**src/rtl/serial_pkg.sv**
```systemverilog
/*
  Shared constants and state types for the dual serial port block.
  Assumes a 10 MHz system clock and word-aligned byte register offsets on the bus.
*/
package serial_pkg;

  // register indices; byte address = 4 * index
  localparam logic [7:0] P0_CTRL_IDX = 8'h98;
  localparam logic [7:0] P0_BUF_IDX = 8'h99;
  localparam logic [7:0] P1_CTRL_IDX = 8'hC0;
  localparam logic [7:0] P1_BUF_IDX = 8'hC1;

  localparam logic [7:0] CTRL_RESET = 8'h00;
  localparam logic [7:0] BUF_RESET = 8'h00;

  // control field positions
  localparam int B_MODE_HI = 7;
  localparam int B_MODE_LO = 6;
  localparam int B_MULTIPROC = 5;
  localparam int B_RX_EN = 4;
  localparam int B_TX_NINTH = 3;
  localparam int B_RX_NINTH = 2;
  localparam int B_TX_DONE = 1;
  localparam int B_RX_DONE = 0;

  localparam logic [1:0] MODE_0 = 2'h0;
  localparam logic [1:0] MODE_1 = 2'h1;
  localparam logic [1:0] MODE_2 = 2'h2;

  // mode 0 bit clock divisors in system clocks
  localparam logic [3:0] M0_DIV_SLOW = 4'hC;
  localparam logic [3:0] M0_DIV_FAST = 4'h4;
  localparam logic [3:0] M0_BITS = 4'h8;

  // asynchronous framing, 16 ticks per bit
  localparam logic [3:0] OVS_LAST = 4'hF;
  localparam logic [3:0] SMP_FIRST = 4'h7;
  localparam logic [3:0] SMP_SECOND = 4'h8;
  localparam logic [3:0] SMP_DECIDE = 4'h9;
  localparam logic [3:0] LEFT_MODE1 = 4'h9;
  localparam logic [3:0] LEFT_MODE23 = 4'hA;
  localparam logic [3:0] RX_COMMIT_BIT = 4'h9;

  // mode 2 tick prescale: tick every 2 or 4 clocks
  localparam logic [1:0] PRE_FAST = 2'h1;
  localparam logic [1:0] PRE_SLOW = 2'h3;

  typedef enum logic [3:0] {
    ENG_IDLE = 4'h1,
    ENG_ATX = 4'h2,
    ENG_M0TX = 4'h4,
    ENG_M0RX = 4'h8
  } eng_e;

  typedef enum logic [1:0] {
    RXS_IDLE = 2'h1,
    RXS_BUSY = 2'h2
  } rxs_e;

  typedef struct packed {
    logic [7:0] ctrl;
    logic [7:0] rx_hold;
    eng_e eng;
    rxs_e rxs;
    logic [9:0] tx_sh;
    logic [3:0] tx_left;
    logic [3:0] tx_ph;
    logic [3:0] m0_cnt;
    logic [7:0] rx_sh;
    logic [3:0] rx_bit;
    logic [3:0] rx_ph;
    logic [1:0] smp;
    logic [1:0] pre;
    logic [2:0] sync;
    logic tx_pin;
    logic d_out;
    logic d_oe;
  } port_s;

  typedef struct packed {
    port_s [1:0] p;
    logic wait_req;
    logic [7:0] rdata;
  } top_s;

endpackage : serial_pkg

```
**src/rtl/dual_serial_port_control.sv**
```systemverilog
/*
  Two identical serial ports with control and data buffer registers on an
  Avalon-MM slave with waitrequest. Baud ticks for modes 1 and 3 come from
  an external timer on the same clock; pins are synchronised here.
*/
// The Avalon-MM interface to the registers was left to the implementer.
`timescale 1ns/100ps
`default_nettype none

module dual_serial_port_control (
  input wire logic mclk_i,               // system clock
  input wire logic rstn_i,               // sync reset, active low
  input wire logic [9:0] address_i,      // byte address
  input wire logic read_i,               // read request
  input wire logic write_i,              // write request
  input wire logic [31:0] writedata_i,   // write data
  input wire logic [3:0] byteenable_i,   // byte lanes
  output logic [31:0] readdata_o,        // read data
  output logic waitrequest_o,            // stall
  input wire logic [1:0] sample_tick_i,  // 16x tick, modes 1/3
  input wire logic [1:0] double_rate_i,  // mode 2 rate select
  output logic port0_tx_pin_o,           // tx data or mode 0 clock
  input wire logic port0_data_pin_i,     // rx data pin in
  output logic port0_data_pin_o,         // mode 0 data out
  output logic port0_data_pin_oe_o,      // mode 0 data drive
  output logic port0_tx_done_o,          // tx done flag
  output logic port0_rx_done_o,          // rx done flag
  output logic port1_tx_pin_o,           // tx data or mode 0 clock
  input wire logic port1_data_pin_i,     // rx data pin in
  output logic port1_data_pin_o,         // mode 0 data out
  output logic port1_data_pin_oe_o,      // mode 0 data drive
  output logic port1_tx_done_o,          // tx done flag
  output logic port1_rx_done_o           // rx done flag
);

  serial_pkg::top_s s_q;
  serial_pkg::top_s s_d;
  logic [1:0] pin_in;

  assign pin_in = {port1_data_pin_i, port0_data_pin_i};

  always_comb begin
    serial_pkg::port_s n;
    logic [7:0] idx;
    logic [7:0] wdata;
    logic [7:0] rd;
    logic wr_now;
    logic [1:0] mode;
    logic mp;
    logic rxv;
    logic fell;
    logic tick;
    logic b;
    logic load;
    logic [3:0] div;
    logic [3:0] half;
    logic [1:0] pre_top;
    s_d = s_q;
    n = s_q.p[0];
    idx = address_i[9:2];
    wdata = writedata_i[7:0];
    rd = 8'h00;
    mode = 2'h0;
    mp = 1'b0;
    rxv = 1'b0;
    fell = 1'b0;
    tick = 1'b0;
    b = 1'b0;
    load = 1'b0;
    div = 4'h0;
    half = 4'h0;
    pre_top = 2'h0;
    // one wait cycle, then the answer
    s_d.wait_req = ~((read_i | write_i) & s_q.wait_req);
    wr_now = write_i & ~s_q.wait_req & byteenable_i[0];
    if (read_i & s_q.wait_req) begin
      case (idx)
        serial_pkg::P0_CTRL_IDX: rd = s_q.p[0].ctrl;
        serial_pkg::P0_BUF_IDX: rd = s_q.p[0].rx_hold;
        serial_pkg::P1_CTRL_IDX: rd = s_q.p[1].ctrl;
        serial_pkg::P1_BUF_IDX: rd = s_q.p[1].rx_hold;
        default: rd = 8'h00;
      endcase
      s_d.rdata = rd;
    end
    for (int i = 0; i < 2; i++) begin
      n = s_q.p[i];
      n.sync = {n.sync[1:0], pin_in[i]};
      rxv = s_q.p[i].sync[1];
      fell = s_q.p[i].sync[2] & ~s_q.p[i].sync[1];
      if (wr_now && idx == ((i == 0) ? serial_pkg::P0_CTRL_IDX : serial_pkg::P1_CTRL_IDX)) begin
        n.ctrl = wdata;
      end
      load = wr_now && idx == ((i == 0) ? serial_pkg::P0_BUF_IDX : serial_pkg::P1_BUF_IDX);
      mode = n.ctrl[serial_pkg::B_MODE_HI:serial_pkg::B_MODE_LO];
      mp = n.ctrl[serial_pkg::B_MULTIPROC];
      div = mp ? serial_pkg::M0_DIV_FAST : serial_pkg::M0_DIV_SLOW;
      half = {1'b0, div[3:1]};
      pre_top = double_rate_i[i] ? serial_pkg::PRE_FAST : serial_pkg::PRE_SLOW;
      if (n.pre == pre_top) begin
        n.pre = 2'h0;
      end else begin
        n.pre = n.pre + 2'h1;
      end
      if (mode == serial_pkg::MODE_2) begin
        tick = (s_q.p[i].pre == pre_top);
      end else begin
        tick = sample_tick_i[i];
      end

      // transmit / mode 0 shift engine
      unique case (n.eng)
        serial_pkg::ENG_IDLE: begin
          n.tx_pin = 1'b1;
          n.d_oe = 1'b0;
          if (load && mode == serial_pkg::MODE_0) begin
            n.eng = serial_pkg::ENG_M0TX;
            n.tx_sh = {2'h3, wdata};
            n.tx_left = serial_pkg::M0_BITS;
            n.m0_cnt = 4'h0;
            n.d_oe = 1'b1;
            n.d_out = wdata[0];
            n.tx_pin = 1'b0;
          end else if (load) begin
            n.eng = serial_pkg::ENG_ATX;
            n.tx_pin = 1'b0;
            n.tx_ph = 4'h0;
            if (mode == serial_pkg::MODE_1) begin
              n.tx_sh = {2'h3, wdata};
              n.tx_left = serial_pkg::LEFT_MODE1;
            end else begin
              n.tx_sh = {1'b1, n.ctrl[serial_pkg::B_TX_NINTH], wdata};
              n.tx_left = serial_pkg::LEFT_MODE23;
            end
          end else if (mode == serial_pkg::MODE_0 && n.ctrl[serial_pkg::B_RX_EN]
                       && !n.ctrl[serial_pkg::B_RX_DONE]) begin
            n.eng = serial_pkg::ENG_M0RX;
            n.tx_left = serial_pkg::M0_BITS;
            n.m0_cnt = 4'h0;
            n.tx_pin = 1'b0;
          end
        end
        serial_pkg::ENG_ATX: begin
          if (tick) begin
            n.tx_ph = n.tx_ph + 4'h1;
            if (s_q.p[i].tx_ph == serial_pkg::OVS_LAST) begin
              if (n.tx_left == 4'h0) begin
                n.eng = serial_pkg::ENG_IDLE;
                n.tx_pin = 1'b1;
              end else begin
                n.tx_pin = n.tx_sh[0];
                n.tx_sh = {1'b1, n.tx_sh[9:1]};
                n.tx_left = n.tx_left - 4'h1;
                if (n.tx_left == 4'h0) begin
                  n.ctrl[serial_pkg::B_TX_DONE] = 1'b1;
                end
              end
            end
          end
        end
        serial_pkg::ENG_M0TX, serial_pkg::ENG_M0RX: begin
          n.m0_cnt = n.m0_cnt + 4'h1;
          if (s_q.p[i].m0_cnt == half - 4'h1) begin
            n.tx_pin = 1'b1;
            if (n.eng == serial_pkg::ENG_M0RX) begin
              n.rx_sh = {rxv, n.rx_sh[7:1]};
            end
          end
          if (s_q.p[i].m0_cnt == div - 4'h1) begin
            n.m0_cnt = 4'h0;
            n.tx_left = n.tx_left - 4'h1;
            if (n.tx_left == 4'h0) begin
              if (n.eng == serial_pkg::ENG_M0TX) begin
                n.ctrl[serial_pkg::B_TX_DONE] = 1'b1;
              end else begin
                n.rx_hold = n.rx_sh;
                n.ctrl[serial_pkg::B_RX_DONE] = 1'b1;
              end
              n.eng = serial_pkg::ENG_IDLE;
              n.d_oe = 1'b0;
            end else begin
              n.tx_pin = 1'b0;
              n.tx_sh = {1'b1, n.tx_sh[9:1]};
              n.d_out = n.tx_sh[0];
            end
          end
        end
        default: begin
          n.eng = serial_pkg::ENG_IDLE;
        end
      endcase

      // asynchronous receiver
      unique case (n.rxs)
        serial_pkg::RXS_IDLE: begin
          if (mode != serial_pkg::MODE_0 && n.ctrl[serial_pkg::B_RX_EN] && fell) begin
            n.rxs = serial_pkg::RXS_BUSY;
            n.rx_ph = 4'h0;
            n.rx_bit = 4'h0;
          end
        end
        serial_pkg::RXS_BUSY: begin
          if (!n.ctrl[serial_pkg::B_RX_EN] || mode == serial_pkg::MODE_0) begin
            n.rxs = serial_pkg::RXS_IDLE;
          end else if (tick) begin
            n.rx_ph = n.rx_ph + 4'h1;
            if (s_q.p[i].rx_ph == serial_pkg::SMP_FIRST || s_q.p[i].rx_ph == serial_pkg::SMP_SECOND) begin
              n.smp = {n.smp[0], rxv};
            end
            if (s_q.p[i].rx_ph == serial_pkg::SMP_DECIDE) begin
              b = (n.smp[1] & n.smp[0]) | (n.smp[1] & rxv) | (n.smp[0] & rxv);
              n.rx_bit = n.rx_bit + 4'h1;
              if (s_q.p[i].rx_bit == 4'h0) begin
                if (b) begin
                  n.rxs = serial_pkg::RXS_IDLE;
                end
              end else if (s_q.p[i].rx_bit < serial_pkg::RX_COMMIT_BIT) begin
                n.rx_sh = {b, n.rx_sh[7:1]};
              end else if (s_q.p[i].rx_bit == serial_pkg::RX_COMMIT_BIT) begin
                // stop bit in mode 1, ninth bit in modes 2/3
                if (!n.ctrl[serial_pkg::B_RX_DONE] && (!mp || b)) begin
                  n.rx_hold = n.rx_sh;
                  n.ctrl[serial_pkg::B_RX_NINTH] = b;
                  n.ctrl[serial_pkg::B_RX_DONE] = 1'b1;
                end
                if (mode == serial_pkg::MODE_1) begin
                  n.rxs = serial_pkg::RXS_IDLE;
                end
              end else begin
                n.rxs = serial_pkg::RXS_IDLE;
              end
            end
          end
        end
        default: begin
          n.rxs = serial_pkg::RXS_IDLE;
        end
      endcase
      s_d.p[i] = n;
    end
  end

  always_ff @(posedge mclk_i) begin
    if (!rstn_i) begin
      s_q <= '0;
      s_q.wait_req <= 1'b1;
      for (int i = 0; i < 2; i++) begin
        s_q.p[i].ctrl <= serial_pkg::CTRL_RESET;
        s_q.p[i].rx_hold <= serial_pkg::BUF_RESET;
        s_q.p[i].eng <= serial_pkg::ENG_IDLE;
        s_q.p[i].rxs <= serial_pkg::RXS_IDLE;
        s_q.p[i].tx_pin <= 1'b1;
        s_q.p[i].sync <= 3'h7;
      end
    end else begin
      s_q <= s_d;
    end
  end

  assign readdata_o = {24'h000000, s_q.rdata};
  assign waitrequest_o = s_q.wait_req;
  assign port0_tx_pin_o = s_q.p[0].tx_pin;
  assign port0_data_pin_o = s_q.p[0].d_out;
  assign port0_data_pin_oe_o = s_q.p[0].d_oe;
  assign port0_tx_done_o = s_q.p[0].ctrl[serial_pkg::B_TX_DONE];
  assign port0_rx_done_o = s_q.p[0].ctrl[serial_pkg::B_RX_DONE];
  assign port1_tx_pin_o = s_q.p[1].tx_pin;
  assign port1_data_pin_o = s_q.p[1].d_out;
  assign port1_data_pin_oe_o = s_q.p[1].d_oe;
  assign port1_tx_done_o = s_q.p[1].ctrl[serial_pkg::B_TX_DONE];
  assign port1_rx_done_o = s_q.p[1].ctrl[serial_pkg::B_RX_DONE];

endmodule : dual_serial_port_control

`default_nettype wire

```
**config.mk**
```make
export PLATFORM = sky130hd
export DESIGN_NAME = dual_serial_port_control
export DESIGN_NICKNAME = d
export VERILOG_FILES = /design/src/rtl/serial_pkg.sv /design/src/rtl/dual_serial_port_control.sv
export SDC_FILE = /design/constraint.sdc
export NUM_CORES = 1
export LEC_CHECK = 0
export BUFFER_PORTS_ARGS = -buffer_cell sky130_fd_sc_hd__buf_4
export CAP_MARGIN = 20
export CORE_AREA = 2 2 132 134
export CTS_CLUSTER_DIAMETER = 150
export DETAILED_ROUTE_END_ITERATION = 10
export DIE_AREA = 0 0 134 136
export GPL_TIMING_DRIVEN = 1
export PLACE_DENSITY = 0.76
export SYNTH_ARGS = -nofsm -noshare
export SYNTH_HDL_FRONTEND = slang
export SYNTH_SLANG_ARGS = --single-unit
```
**constraint.sdc**
```tcl
create_clock -name mclk_i -period 2.67 [get_ports mclk_i]
set_clock_uncertainty 0.05 [all_clocks]
set_input_delay 0.1335 -clock mclk_i [delete_from_list [all_inputs] [get_ports mclk_i]]
set_output_delay 0.1335 -clock mclk_i [all_outputs]
set_load 0.01 [all_outputs]
```
# Yosys cells after proc, flatten, opt, wreduce, memory -nomap -nowiden
# Index checks and enable logic that the tools add are counted.
# classes
addsub	16
order_cmp	2
n_eq_ne	82
reduce_logical	76
bitwise_logic	24
n_mux	187
# op_table
cell	count
$mux W9	20
$mux W14	12
$mux W8	16
$mux W4	28
$mux W18	6
$pmux W14 S3	2
$mux W2	32
$ne A2 B2 Y1 const B	28
$mux W1	44
$eq A4 B4 Y1 const B	10
$mux W10	4
$reduce_and A6 Y1	6
$add A4 B1 Y4 const B	8
$eq A8 B8 Y1 const B	4
$pmux W4 S2	4
$pmux W8 S2	2
$pmux W8 S4	1
$ne A3 B3 Y1 const B	10
$mux W13	2
$logic_not A4 Y1	6
$mux W12	2
$ne A4 B4 Y1 const B	6
$pmux W4 S3	2
$reduce_and A3 Y1	8
29 further kinds	124
# word_totals
output_inout_bits	43
word_cells	423
reg_bits	149
in_bits	56

# Depth between registers and ports, before layout
# Gate-level depths: netlist (run 1).
# logic_depth
depth_word	23
ltp_mapped	9
mapped_depth_nobuf	8

# Worst setup path before layout (run 1)
# OpenSTA, ideal clock, no wires.
# synth_path
path_kind	input-to-reg
from	input port address_i[5]
to	register s_q[125] (netlist name)
arrival_ns	2.572
setup_ns	0.072
t_required_ns	2.548
path_slack_ns	-0.024
cell_stages	8
n_path_buf	2
cell_sequence	or3b_1 buf_2 nor4_4 mux2_2 o21ai_1 and3_1 buf_2 mux2i_1
# synth_between
elab_chain_cells	8
word_cells_on_any_way	21
classes_between	1 x add/sub; 8 x eq/ne; 7 x mux; 5 x reduce/logical
# synth_rtl
element	line	rtl
from (decl)	dual_serial_port_control.sv:13	input wire logic [9:0] address_i,
$eq A8 B8 Y1	dual_serial_port_control.sv:91	if (wr_now && idx == ((i == 0) ? serial_pkg::P0_CTRL_IDX : serial_pkg::P1_CTRL_IDX)) begin
$logic_and A1 B1 Y1	dual_serial_port_control.sv:91	
$mux W8	dual_serial_port_control.sv:91	
$mux W4 / $eq A2 B1 Y1 (equally long branches)	dual_serial_port_control.sv:97, dual_serial_port_control.sv:128	
$sub A4 B1 Y4 / $mux W13 (equally long branches)	dual_serial_port_control.sv:169, dual_serial_port_control.sv:128	
$eq A4 B4 Y1 / $mux W10 (equally long branches)	dual_serial_port_control.sv:169, dual_serial_port_control.sv:124	
$ne A2 B2 Y1 (no line) / $mux W14 (equally long branches)	n/a	
$reduce_and A7 Y1 (no line) / $pmux W14 S3 (equally long branches)	n/a	
to (decl)	dual_serial_port_control.sv:36	serial_pkg::top_s s_q;
# Parallel ways exist; a longest one is shown, timed or not. The select of a mux whose other input is x is not followed.
# A chain may end at the register's enable or synchronous reset.

# Worst setup path in the final report (run 1)
# layout_path
from	register s_q, in the netlist waitrequest_o
to	register s_q[25] (netlist name)
# layout_between
elab_chain_cells	10
word_cells_on_any_way	17
classes_between	4 x eq/ne; 2 x mux; 3 x bitwise; 8 x reduce/logical
# layout_rtl
element	line	rtl
$not A1 Y1 *	dual_serial_port_control.sv:75	wr_now = write_i & ~s_q.wait_req & byteenable_i[0];
$and A1 B1 Y1 * (2 in a row)	dual_serial_port_control.sv:75	
$logic_and A1 B1 Y1 *	dual_serial_port_control.sv:91	
$mux W8 *	dual_serial_port_control.sv:91	
$reduce_bool A2 Y1	dual_serial_port_control.sv:196	if (mode != serial_pkg::MODE_0 && n.ctrl[serial_pkg::B_RX_EN] && fell) begin
$logic_and A1 B1 Y1 (2 in a row)	dual_serial_port_control.sv:196	
$ne A2 B2 Y1 (no line)	n/a	
$reduce_and A5 Y1 (no line) *	n/a	
# Mark *: on every way between the ends. The rest lies on a longest branch, timed or not.

==> out/metrics.csv, run 1 <==
metric,value,unit
pwr_density_cell,543,nW/µm²
start_util,52.6,%
yosys_register_bits,149,
place_inst,1392,
area_growth,19.3,%
syn_inst,1102,
max_stage_delay,630,ps
rr_endpoint,s_q[25],
grt_setup_unrepaired,yes,
io_pins,99,
clk_path_buf_depth,2,
max_freq,0.386,GHz
final_cells,1438,
netlist_area,8870,µm²
min_period,2590,ps
cts_max_level,4,
grt_pass1_wl,39.4,mm
finalSetupTns,0,ps
drc,0,
first_global_vias,7919,
critPathLaunch,waitrequest_o,
cts_tree,done,
yosys_warnings,0,
antenna_found_initial,0,
dr_wl_met2,11.3,mm
gp_congestion,0.905,
holdWs,40.2,ps
final-setup-viol-count,0,
dr.pass1.iters,6,
dp_slack,-83.9,ps
grt_max_degree,88,
critical_path_class,register to register,
top_layer_used,met4,
endpoint,s_q[25],
r2r_slack,80,ps
fin_crit_sh,97.1,%
rows,48,
fin_util,62.7,%
layout.cells.most_common,nand2_1,
r2r_start,waitrequest_o,
num_vias,8623,
cts.sinks,149,
status,"finished, final reports clean",
setup_ws,78.6,ps
die_w,134,µm
path_clk_slew,60,ps
cts_buffers,17,
synth_edf_count,0,
reg2reg_depth,7,
synth.distinct_cells,74,
critPathMaxFanout,6,
first_iter_violations,788,
ant_nets,0,
dr_wl_met3,1.74,mm
finalHoldViolCount,0,
mostFrequentLayoutCells,"nand2_1, dfxtp_1, buf_4, nor2_1, o21ai_0",
ys_seq_area_share,33.6,%
avgSynthCellArea,8.05,µm²
startpoint_type,register,
crit_chain,"nand3b_1, or4_1, or3_1, a21oi_2, buf_4, nand2b_1, a311oi_1",
wire_per_inst,16.9,µm
hold_path.class,primary input to register,
drv_slew,0,
crit_arrival,2870,ps
die-area,18200,µm²
n_antenna_cell,0,
grt_usage,27.0,%
port_buffers,45,
leakage,4.24,nW
die_h,136,µm
worstPathRequired,2950,ps
drive_gt1_share,18.5,%
nNetsFinal,1278,
dp_hpwl,17.2,mm
core_area,16900,µm²
tightest_slew,631,ps
crit_path_top_delay_cell,or4_1,
totalPowerFinal,5.75,mW
fill_cells,1472,
worstSkewPairLatency,430,ps
slew_headroom,57.4,%
placedInstanceArea,9820,µm²
routed_wl,24.4,mm
overflow,0,
vias_per_cell,6.00,
ys.flop_type,dfxtp_1,
fin_area,10600,µm²
critPathCaptureType,register,
cts_root_buffer,clkbuf_16,
cap_violations,0,
peakVddDrop,0.466,mV
synthArstFlopShare,0,%
wl_met1,10.9,mm
sequential cells by signal, summed over array words and instances, names as in the netlist:
signal and flops:
s_q 126, readdata_o 8, s_d 4, port0_data_pin_o 1, port0_data_pin_oe_o 1, port0_rx_done_o 1
port0_tx_done_o 1, port0_tx_pin_o 1, port1_data_pin_o 1, port1_data_pin_oe_o 1, port1_rx_done_o 1, port1_tx_done_o 1
port1_tx_pin_o 1, waitrequest_o 1
layer usage:
layer,vias to the layer above,GRT usage (%)
met5,-,0
met4,0,8.87
met3,50,5.22
met2,353,44.5
met1,4069,35.7
li1,4151,-
critical path: cells and delay by family, from the launching register on:
family | cells | cell delay (ps)
simple gates | 4 | 1450
buf+inv | 1 | 170
flops | 1 | 340
compound gates | 2 | 500
layout make-up:
type	instances	area (µm²)	share of cell area (%)
sequential	149	2980	28.2
inverter	26	97.6	0.923
clock inverter	9	101	0.958
tap	225	282	2.66
multi-input combinational	859	5450	51.5
clock buffer	23	478	4.52
timing repair buffer	147	1190	11.2
power breakdown:
part	internal [mW]	switching, mW
registers	2.31	0.0782
clock network	1.44	0.929
logic	0.438	0.550
total	4.19	1.56
synthesized netlist by cell type, drive strengths merged, types with 17 or more instances:
master | count | area share [%]
nand2b | 19 | 1.3
buf | 43 | 3.3
mux2 | 31 | 3.9
o21ai | 61 | 3.4
nor3 | 21 | 1.2
mux2i | 42 | 4.9
nand2 | 161 | 6.8
xor2 | 17 | 1.7
clkbuf | 48 | 2.0
o211ai | 22 | 2.0
and3 | 21 | 1.5
inv | 25 | 1.1
nand3 | 46 | 2.6
a21oi | 55 | 3.1
nor2 | 83 | 3.5
dfxtp | 149 | 34
a31oi | 28 | 2.0
ha | 22 | 3.1
what timing repair did:
| item | CTS | global route |
|---|---|---|
| hold buffers | 12 | 0 |
| hold endpoints to repair | 16 | 0 |
| endpoints found under the setup margin | 0 | 25 |
| resized for setup | 0 | 8 |
| buffers inserted | 0 | 1 |
cells by family (layout without fill, tap and decap cells):
| kind of cell | Yosys count | after routing | synth area share, % |
|---|---|---|---|
| other | 1 | 24 | 0.0423 |
| AND/OR/NAND/NOR | 448 | 448 | 25.2 |
| multiplexers | 73 | 73 | 8.82 |
| AO/OA/AOI/OAI | 265 | 265 | 20.1 |
| buffers and inverters | 117 | 205 | 6.49 |
| XOR/XNOR | 27 | 27 | 2.67 |
| adder cells (fa/ha/maj) | 22 | 22 | 3.10 |
| flip-flops | 149 | 149 | 33.6 |
worst min path at each step:
| stage | start | end | slack [ps] | depth (start not counted) |
|---|---|---|---|---|
| floorplan | port0_data_pin_i | s_d[13] | 180 | 1 |
| global placement | port0_data_pin_i | s_d[13] | 270 | 2 |
| detailed placement | port0_data_pin_i | s_d[13] | 270 | 2 |
| CTS | writedata_i[5] | s_q[122] | 20 | 3 |
| global route | writedata_i[5] | s_q[122] | 50 | 3 |
| finish | writedata_i[5] | s_q[122] | 40 | 3 |
(Power assumes the default switching activity.)
==> run 2, diff against run 1 <==
--- a/config.mk
+++ b/config.mk
@@ -10,3 +10,3 @@
 export CORE_AREA = 2 2 132 134
-export CTS_CLUSTER_DIAMETER = 150
+export CTS_CLUSTER_DIAMETER = 80
 export DETAILED_ROUTE_END_ITERATION = 10
==> constraint.sdc (replaced) <==
create_clock -name mclk_i -period 2.67 [get_ports mclk_i]
set_clock_uncertainty 0.05 [all_clocks]
set_input_delay 0.267 -clock mclk_i [delete_from_list [all_inputs] [get_ports mclk_i]]
set_output_delay 0.267 -clock mclk_i [all_outputs]
set_load 0.01 [all_outputs]
==> out/metrics.csv, run 2 (synthesis results as in run 1) <==
metric,value,unit,change
gp_congestion,0.899,,was 0.905
worstSkewPairLatency,440,ps,was 430 ps
largest_reg_flops,126,,unchanged
die-area,18200,µm²,unchanged
max_freq,0.388,GHz,was 0.386 GHz
rows,48,,unchanged
die_w,134,µm,unchanged
startpoint_type,register,,unchanged
grt_pass1_wl,39.4,mm,about the same
cp_num_buf_inv,2,,was 1
cap_violations,0,,unchanged
crit_arrival,2870,ps,about the same
crit_chain,"nand3b_1, or4_1, o22ai_1, buf_4, o211ai_4, o31ai_4, buf_12, mux2i_1",,"was nand3b_1, or4_1, or3_1, a21oi_2, buf_4, nand2b_1, a311oi_1"
cts_buffers,17,,unchanged
max_stage_delay,520,ps,was 630 ps
grt_max_degree,81,,was 88
cts.sinks,149,,unchanged
crit_path_top_delay_cell,or4_1,,unchanged
cts_tree,done,,unchanged
n_antenna_cell,0,,unchanged
io_pins,99,,unchanged
antenna_found_initial,0,,unchanged
critical_path_class,register to register,,unchanged
dp_hpwl,17.1,mm,was 17.2 mm
core_area,16900,µm²,unchanged
worstPathRequired,2970,ps,was 2950 ps
hold_depth,2,,was 3
die_h,136,µm,unchanged
routed_wl,24.5,mm,was 24.4 mm
path_clk_slew,70,ps,was 60 ps
vias_per_cell,6.03,,was 6.00
cp_top_family,simple AND/OR/NAND/NOR gates,,unchanged
hold_path.class,primary input to register,,unchanged
final-setup-viol-count,0,,unchanged
overflow,0,,unchanged
cts_setup_buffers,0,,unchanged
holdWs,5.54,ps,was 40.2 ps
cts_max_level,4,,unchanged
hold_path_end,waitrequest_o,,was s_q[122]
drv_slew,0,,unchanged
drc,0,,unchanged
r2r_start,waitrequest_o,,unchanged
cp.depth,8,,was 7
mostFrequentLayoutCells,"nand2_1, dfxtp_1, buf_4, nor2_1, o21ai_0",,unchanged
r2r_slack,90,ps,was 80 ps
critPathCaptureType,register,,unchanged
layout.cells.most_common,nand2_1,,unchanged
ant_nets,0,,unchanged
status,"finished, final reports clean",,unchanged
regMostFlops,s_q,,unchanged
min_period,2580,ps,was 2590 ps
num_vias,8665,,was 8623
fin_crit_sh,96.5,%,was 97.1%
reg2reg_depth,8,,was 7
critPathMaxFanout,8,,was 6
start_util,52.6,%,unchanged
nNetsFinal,1277,,was 1278
peakVddDrop,0.534,mV,was 0.466 mV
clk_path_buf_depth,2,,unchanged
wire_per_inst,17.0,µm,was 16.9 µm
grt_setup_unrepaired,no,,was yes
finalHoldViolCount,0,,unchanged
pwr_density_cell,554,nW/µm²,was 543 nW/µm²
leakage,4.25,nW,was 4.24 nW
slew_headroom,56.1,%,was 57.4%
first_iter_violations,726,,was 788
dr.pass1.iters,5,,was 6
first_global_vias,7960,,was 7919
grt_usage,27.0,%,about the same
cts_root_buffer,clkbuf_16,,unchanged
area_growth,19.3,%,about the same
finalSetupTns,0,ps,unchanged
worstHoldStart,read_i,,was writedata_i[5]
tightest_slew,656,ps,was 631 ps
drive_gt1_share,19.1,%,was 18.5%
port_buffers,45,,unchanged
rr_endpoint,s_q[133],,was s_q[25]
run 2: what timing repair did:
item	CTS	global route
hold endpoints to repair	2	0
hold buffers	2	0
resized for setup	0	2
endpoints found under the setup margin	0	5
run 2: layer usage:
layer | global-route usage (%) | up-vias | part of all wire, %
met4 | 10.8 | 0 | 2.9
met1 | 35.4 | 4131 | 44
li1 | - | 4140 | -
met3 | 5.85 | 50 | 7.5
met5 | 0 | - | 0
met2 | 43.4 | 344 | 45
run 2: layout make-up:
type	instances	area, µm²
fill	1447	6290
inverter	26	97.6
multi-input combinational	859	5420
clock inverter	12	153
sequential	149	2980
timing repair buffer	146	1190
tap	225	282
clock buffer	20	457
run 2: worst max path at each step:
stage	startpoint	endpoint	slack, ps
floorplan	address_i[4]	s_q[133]	1
global placement	address_i[4]	s_q[96]	-190
finish	waitrequest_o	s_q[133]	90
global route	waitrequest_o	s_q[121]	2
detailed placement	address_i[4]	s_q[96]	-260
CTS	waitrequest_o	s_q[133]	110
run 2: worst reg2reg max path: cells and delay by family (launching register included):
family	cells	cell delay (ps)
AO/OA/AOI/OAI	3	680
multiplexers	1	230
AND/OR/NAND/NOR	2	790
buffers and inverters	2	360
flip-flops	1	370
run 2: where the power goes:
group,leakage [nW],switching [mW],internal [mW]
clock network,0.288,0.981,1.52
logic,2.76,0.545,0.433
registers,1.20,0.0786,2.31
total,4.25,1.60,4.26
run 2: metrics by stage:
| step | setup slack [ps] | area [µm²] | total power, mW | utilization, % | cells |
|---|---|---|---|---|---|
| 2_1_floorplan | 1.13 | 8980 | 3.01 | - | 1125 |
| 3_3_place_gp | -190 | 9950 | 3.36 | 58.9 | 1403 |
| 3_5_place_dp | -256 | 9950 | 3.39 | 58.9 | 1403 |
| 4_1_cts | 111 | 10600 | 5.86 | 62.7 | 1437 |
| 5_1_grt | 1.87 | 10600 | 6.08 | 62.7 | 1437 |
| 6_report | 94.4 | 10600 | 5.86 | 62.7 | 1437 |
==> run 3, diff against run 2 <==
Settings changed: ABC_AREA set to 1, PLACE_DENSITY 0.76 to 0.77.
==> out/metrics.csv, run 3 <==
metric,value,unit,change
status,"finished, final reports clean",,unchanged
largest_reg_flops,126,,unchanged
port_buffers,45,,unchanged
grt_max_degree,58,,was 81
drc,0,,unchanged
nNetsFinal,1516,,was 1277
cts_setup_buffers,0,,unchanged
synth_compound_area_share,11.7,%,was 20.1%
synth.area.mux_share,0,%,was 8.82%
die_w,134,µm,unchanged
rows,48,,unchanged
setup_ws,256,ps,was 94.4 ps
synth_top_family_by_area,simple AND/OR/NAND/NOR gates,,unchanged
die-area,18200,µm²,unchanged
critPathCaptureType,register,,unchanged
n_antenna_cell,0,,unchanged
core_area,16900,µm²,unchanged
first_global_vias,8044,,was 7960
cts-resized-gates,0,,unchanged
avgSynthCellArea,6.47,µm²,was 8.05 µm²
routed_wl,22.4,mm,was 24.5 mm
drive_gt1_share,11.7,%,was 19.1%
placedInstanceArea,9430,µm²,was 9950 µm²
cts_tree,done,,unchanged
num_vias,8786,,was 8665
regMostFlops,s_q,,unchanged
synth_top_area_share,33.3,%,was 33.6%
grt_setup_unrepaired,no,,unchanged
yosys_register_bits,149,,unchanged
clk_path_buf_depth,2,,unchanged
synth_area_leaders,"dfxtp_1, nand2_1, nor2_1",,"was dfxtp_1, nand2_1, mux2i_1"
yosys.area_share.xor_xnor,1.27,%,was 2.67%
synth.distinct_cells,46,,was 74
gp_congestion,0.898,,was 0.899
worstHoldStart,rstn_i,,was read_i
yosysTopAreaCell,dfxtp_1,,unchanged
tightest_slew,831,ps,was 656 ps
ant_nets,0,,unchanged
pwr_density_cell,691,nW/µm²,was 554 nW/µm²
final_cells,1675,,was 1437
first_iter_violations,676,,was 726
synth-adder-area-share,3.07,%,was 3.10%
totalPowerFinal,6.94,mW,was 5.86 mW
hold_path.class,primary input to register,,unchanged
yosys.area_share.simple,38.9,%,was 25.2%
worstSkewPairLatency,430,ps,was 440 ps
synth_common_cells,"nand2_1, nor2_1, inv_1",,"was nand2_1, dfxtp_1, nor2_1"
antenna_found_initial,0,,unchanged
peakVddDrop,0.547,mV,was 0.534 mV
worstPathRequired,2940,ps,was 2970 ps
overflow,0,,unchanged
cts_buffers,17,,unchanged
yosys_warnings,0,,unchanged
drv_slew,0,,unchanged
cts_hold_buf,4,,was 2
critPathMaxFanout,7,,was 8
synth_edf_count,0,,unchanged
place_inst,1640,,was 1403
vias_per_cell,5.25,,was 6.03
cap_violations,0,,unchanged
netlist_area,8960,µm²,was 8870 µm²
leakage,4.73,nW,was 4.25 nW
cts_root_buffer,clkbuf_16,,unchanged
die_h,136,µm,unchanged
dp_slack,218,ps,was -256 ps
start_util,53.1,%,was 52.6%
grt_usage,25.1,%,was 27.0%
critPathLaunch,waitrequest_o,,unchanged
min_period,2410,ps,was 2580 ps
fin_area,10000,µm²,was 10600 µm²
dr.pass1.iters,6,,was 5
slew_headroom,44.5,%,was 56.1%
grt_pass1_wl,37.2,mm,was 39.4 mm
crit_arrival,2690,ps,was 2870 ps
wire_per_inst,13.3,µm,was 17.0 µm
synth_most_common_cell,nand2_1,,unchanged
mostFrequentLayoutCells,"nand2_1, nor2_1, inv_1, dfxtp_1, o21ai_0",,"was nand2_1, dfxtp_1, buf_4, nor2_1, o21ai_0"
cts.sinks,149,,unchanged
critical_path_class,register to register,,unchanged
cts_max_level,4,,unchanged
max_freq,0.414,GHz,was 0.388 GHz
fin_crit_sh,90.4,%,was 96.5%
area_growth,12.1,%,was 19.3%
ys.flop_type,dfxtp_1,,unchanged
dp_hpwl,16.2,mm,was 17.1 mm
r2r_start,waitrequest_o,,unchanged
layout.cells.most_common,nand2_1,,unchanged
synthArstFlopShare,0,%,unchanged
final-setup-viol-count,0,,unchanged
finalSetupTns,0,ps,unchanged
startpoint_type,register,,unchanged
io_pins,99,,unchanged
ys_seq_area_share,33.3,%,was 33.6%
finalHoldViolCount,0,,unchanged
syn_inst,1385,,was 1102
path_clk_slew,60,ps,was 70 ps
==> run 3: worst max-delay path: stages, from the launching register on <==
cell	delay [ps]
dfxtp_1	350
nor2_4	250
buf_4	200
inv_1	40
nor2_1	290
inv_1	150
nand2_1	120
inv_1	60
nand2_1	80
nand2_1	160
nor2_2	290
nand3_1	120
nand2_1	100
nor2_1	40
==> run 3: cells by family after synthesis <==
family | count (synthesis)
and+or+nand+nor | 774
buffers and inverters | 235
AOI/OAI and AO/OA | 191
DFF | 149
adders and majority gates | 22
xor gates and xnor gates | 13
other | 1
==> run 3: worst paths after layout <==
kind	to	slack, ps	depth (start not counted)
worst max register to register	s_q[116]	260	13
worst min register to register	s_d[14]	360	1
worst max-delay path	s_q[116]	260	13
worst min-delay path	s_q[129]	80	2
==> run 3: layout make-up <==
cell class	count	area [µm²]
timing repair buffer	70	536
clock inverter	9	101
multi-input combinational	1024	5010
tap	225	282
fill	1600	6830
inverter	176	661
sequential	149	2980
clock buffer	22	474
==> run 3: stage by stage <==
stage          util [%]  hold WS [ps]
2_1_floorplan         -           324
6_report           59.5          85.0
3_3_place_gp       55.9           344
4_1_cts            59.5          79.7
3_5_place_dp       55.9           349
5_1_grt            59.5          93.1
==> run 3: report_power, final <==
group / switching (mW) / total (mW) / internal (mW)
sequential: 0.154 / 2.62 / 2.47
combinational: 1.27 / 1.96 / 0.697
clock: 0.919 / 2.36 / 1.44
==> run 3: metal layers <==
metal / track usage [%] / wire (µm)
met5: 0 / 0
met4: 10.6 / 621
met3: 3.99 / 1250
met2: 40.5 / 10000
met1: 33.4 / 10500
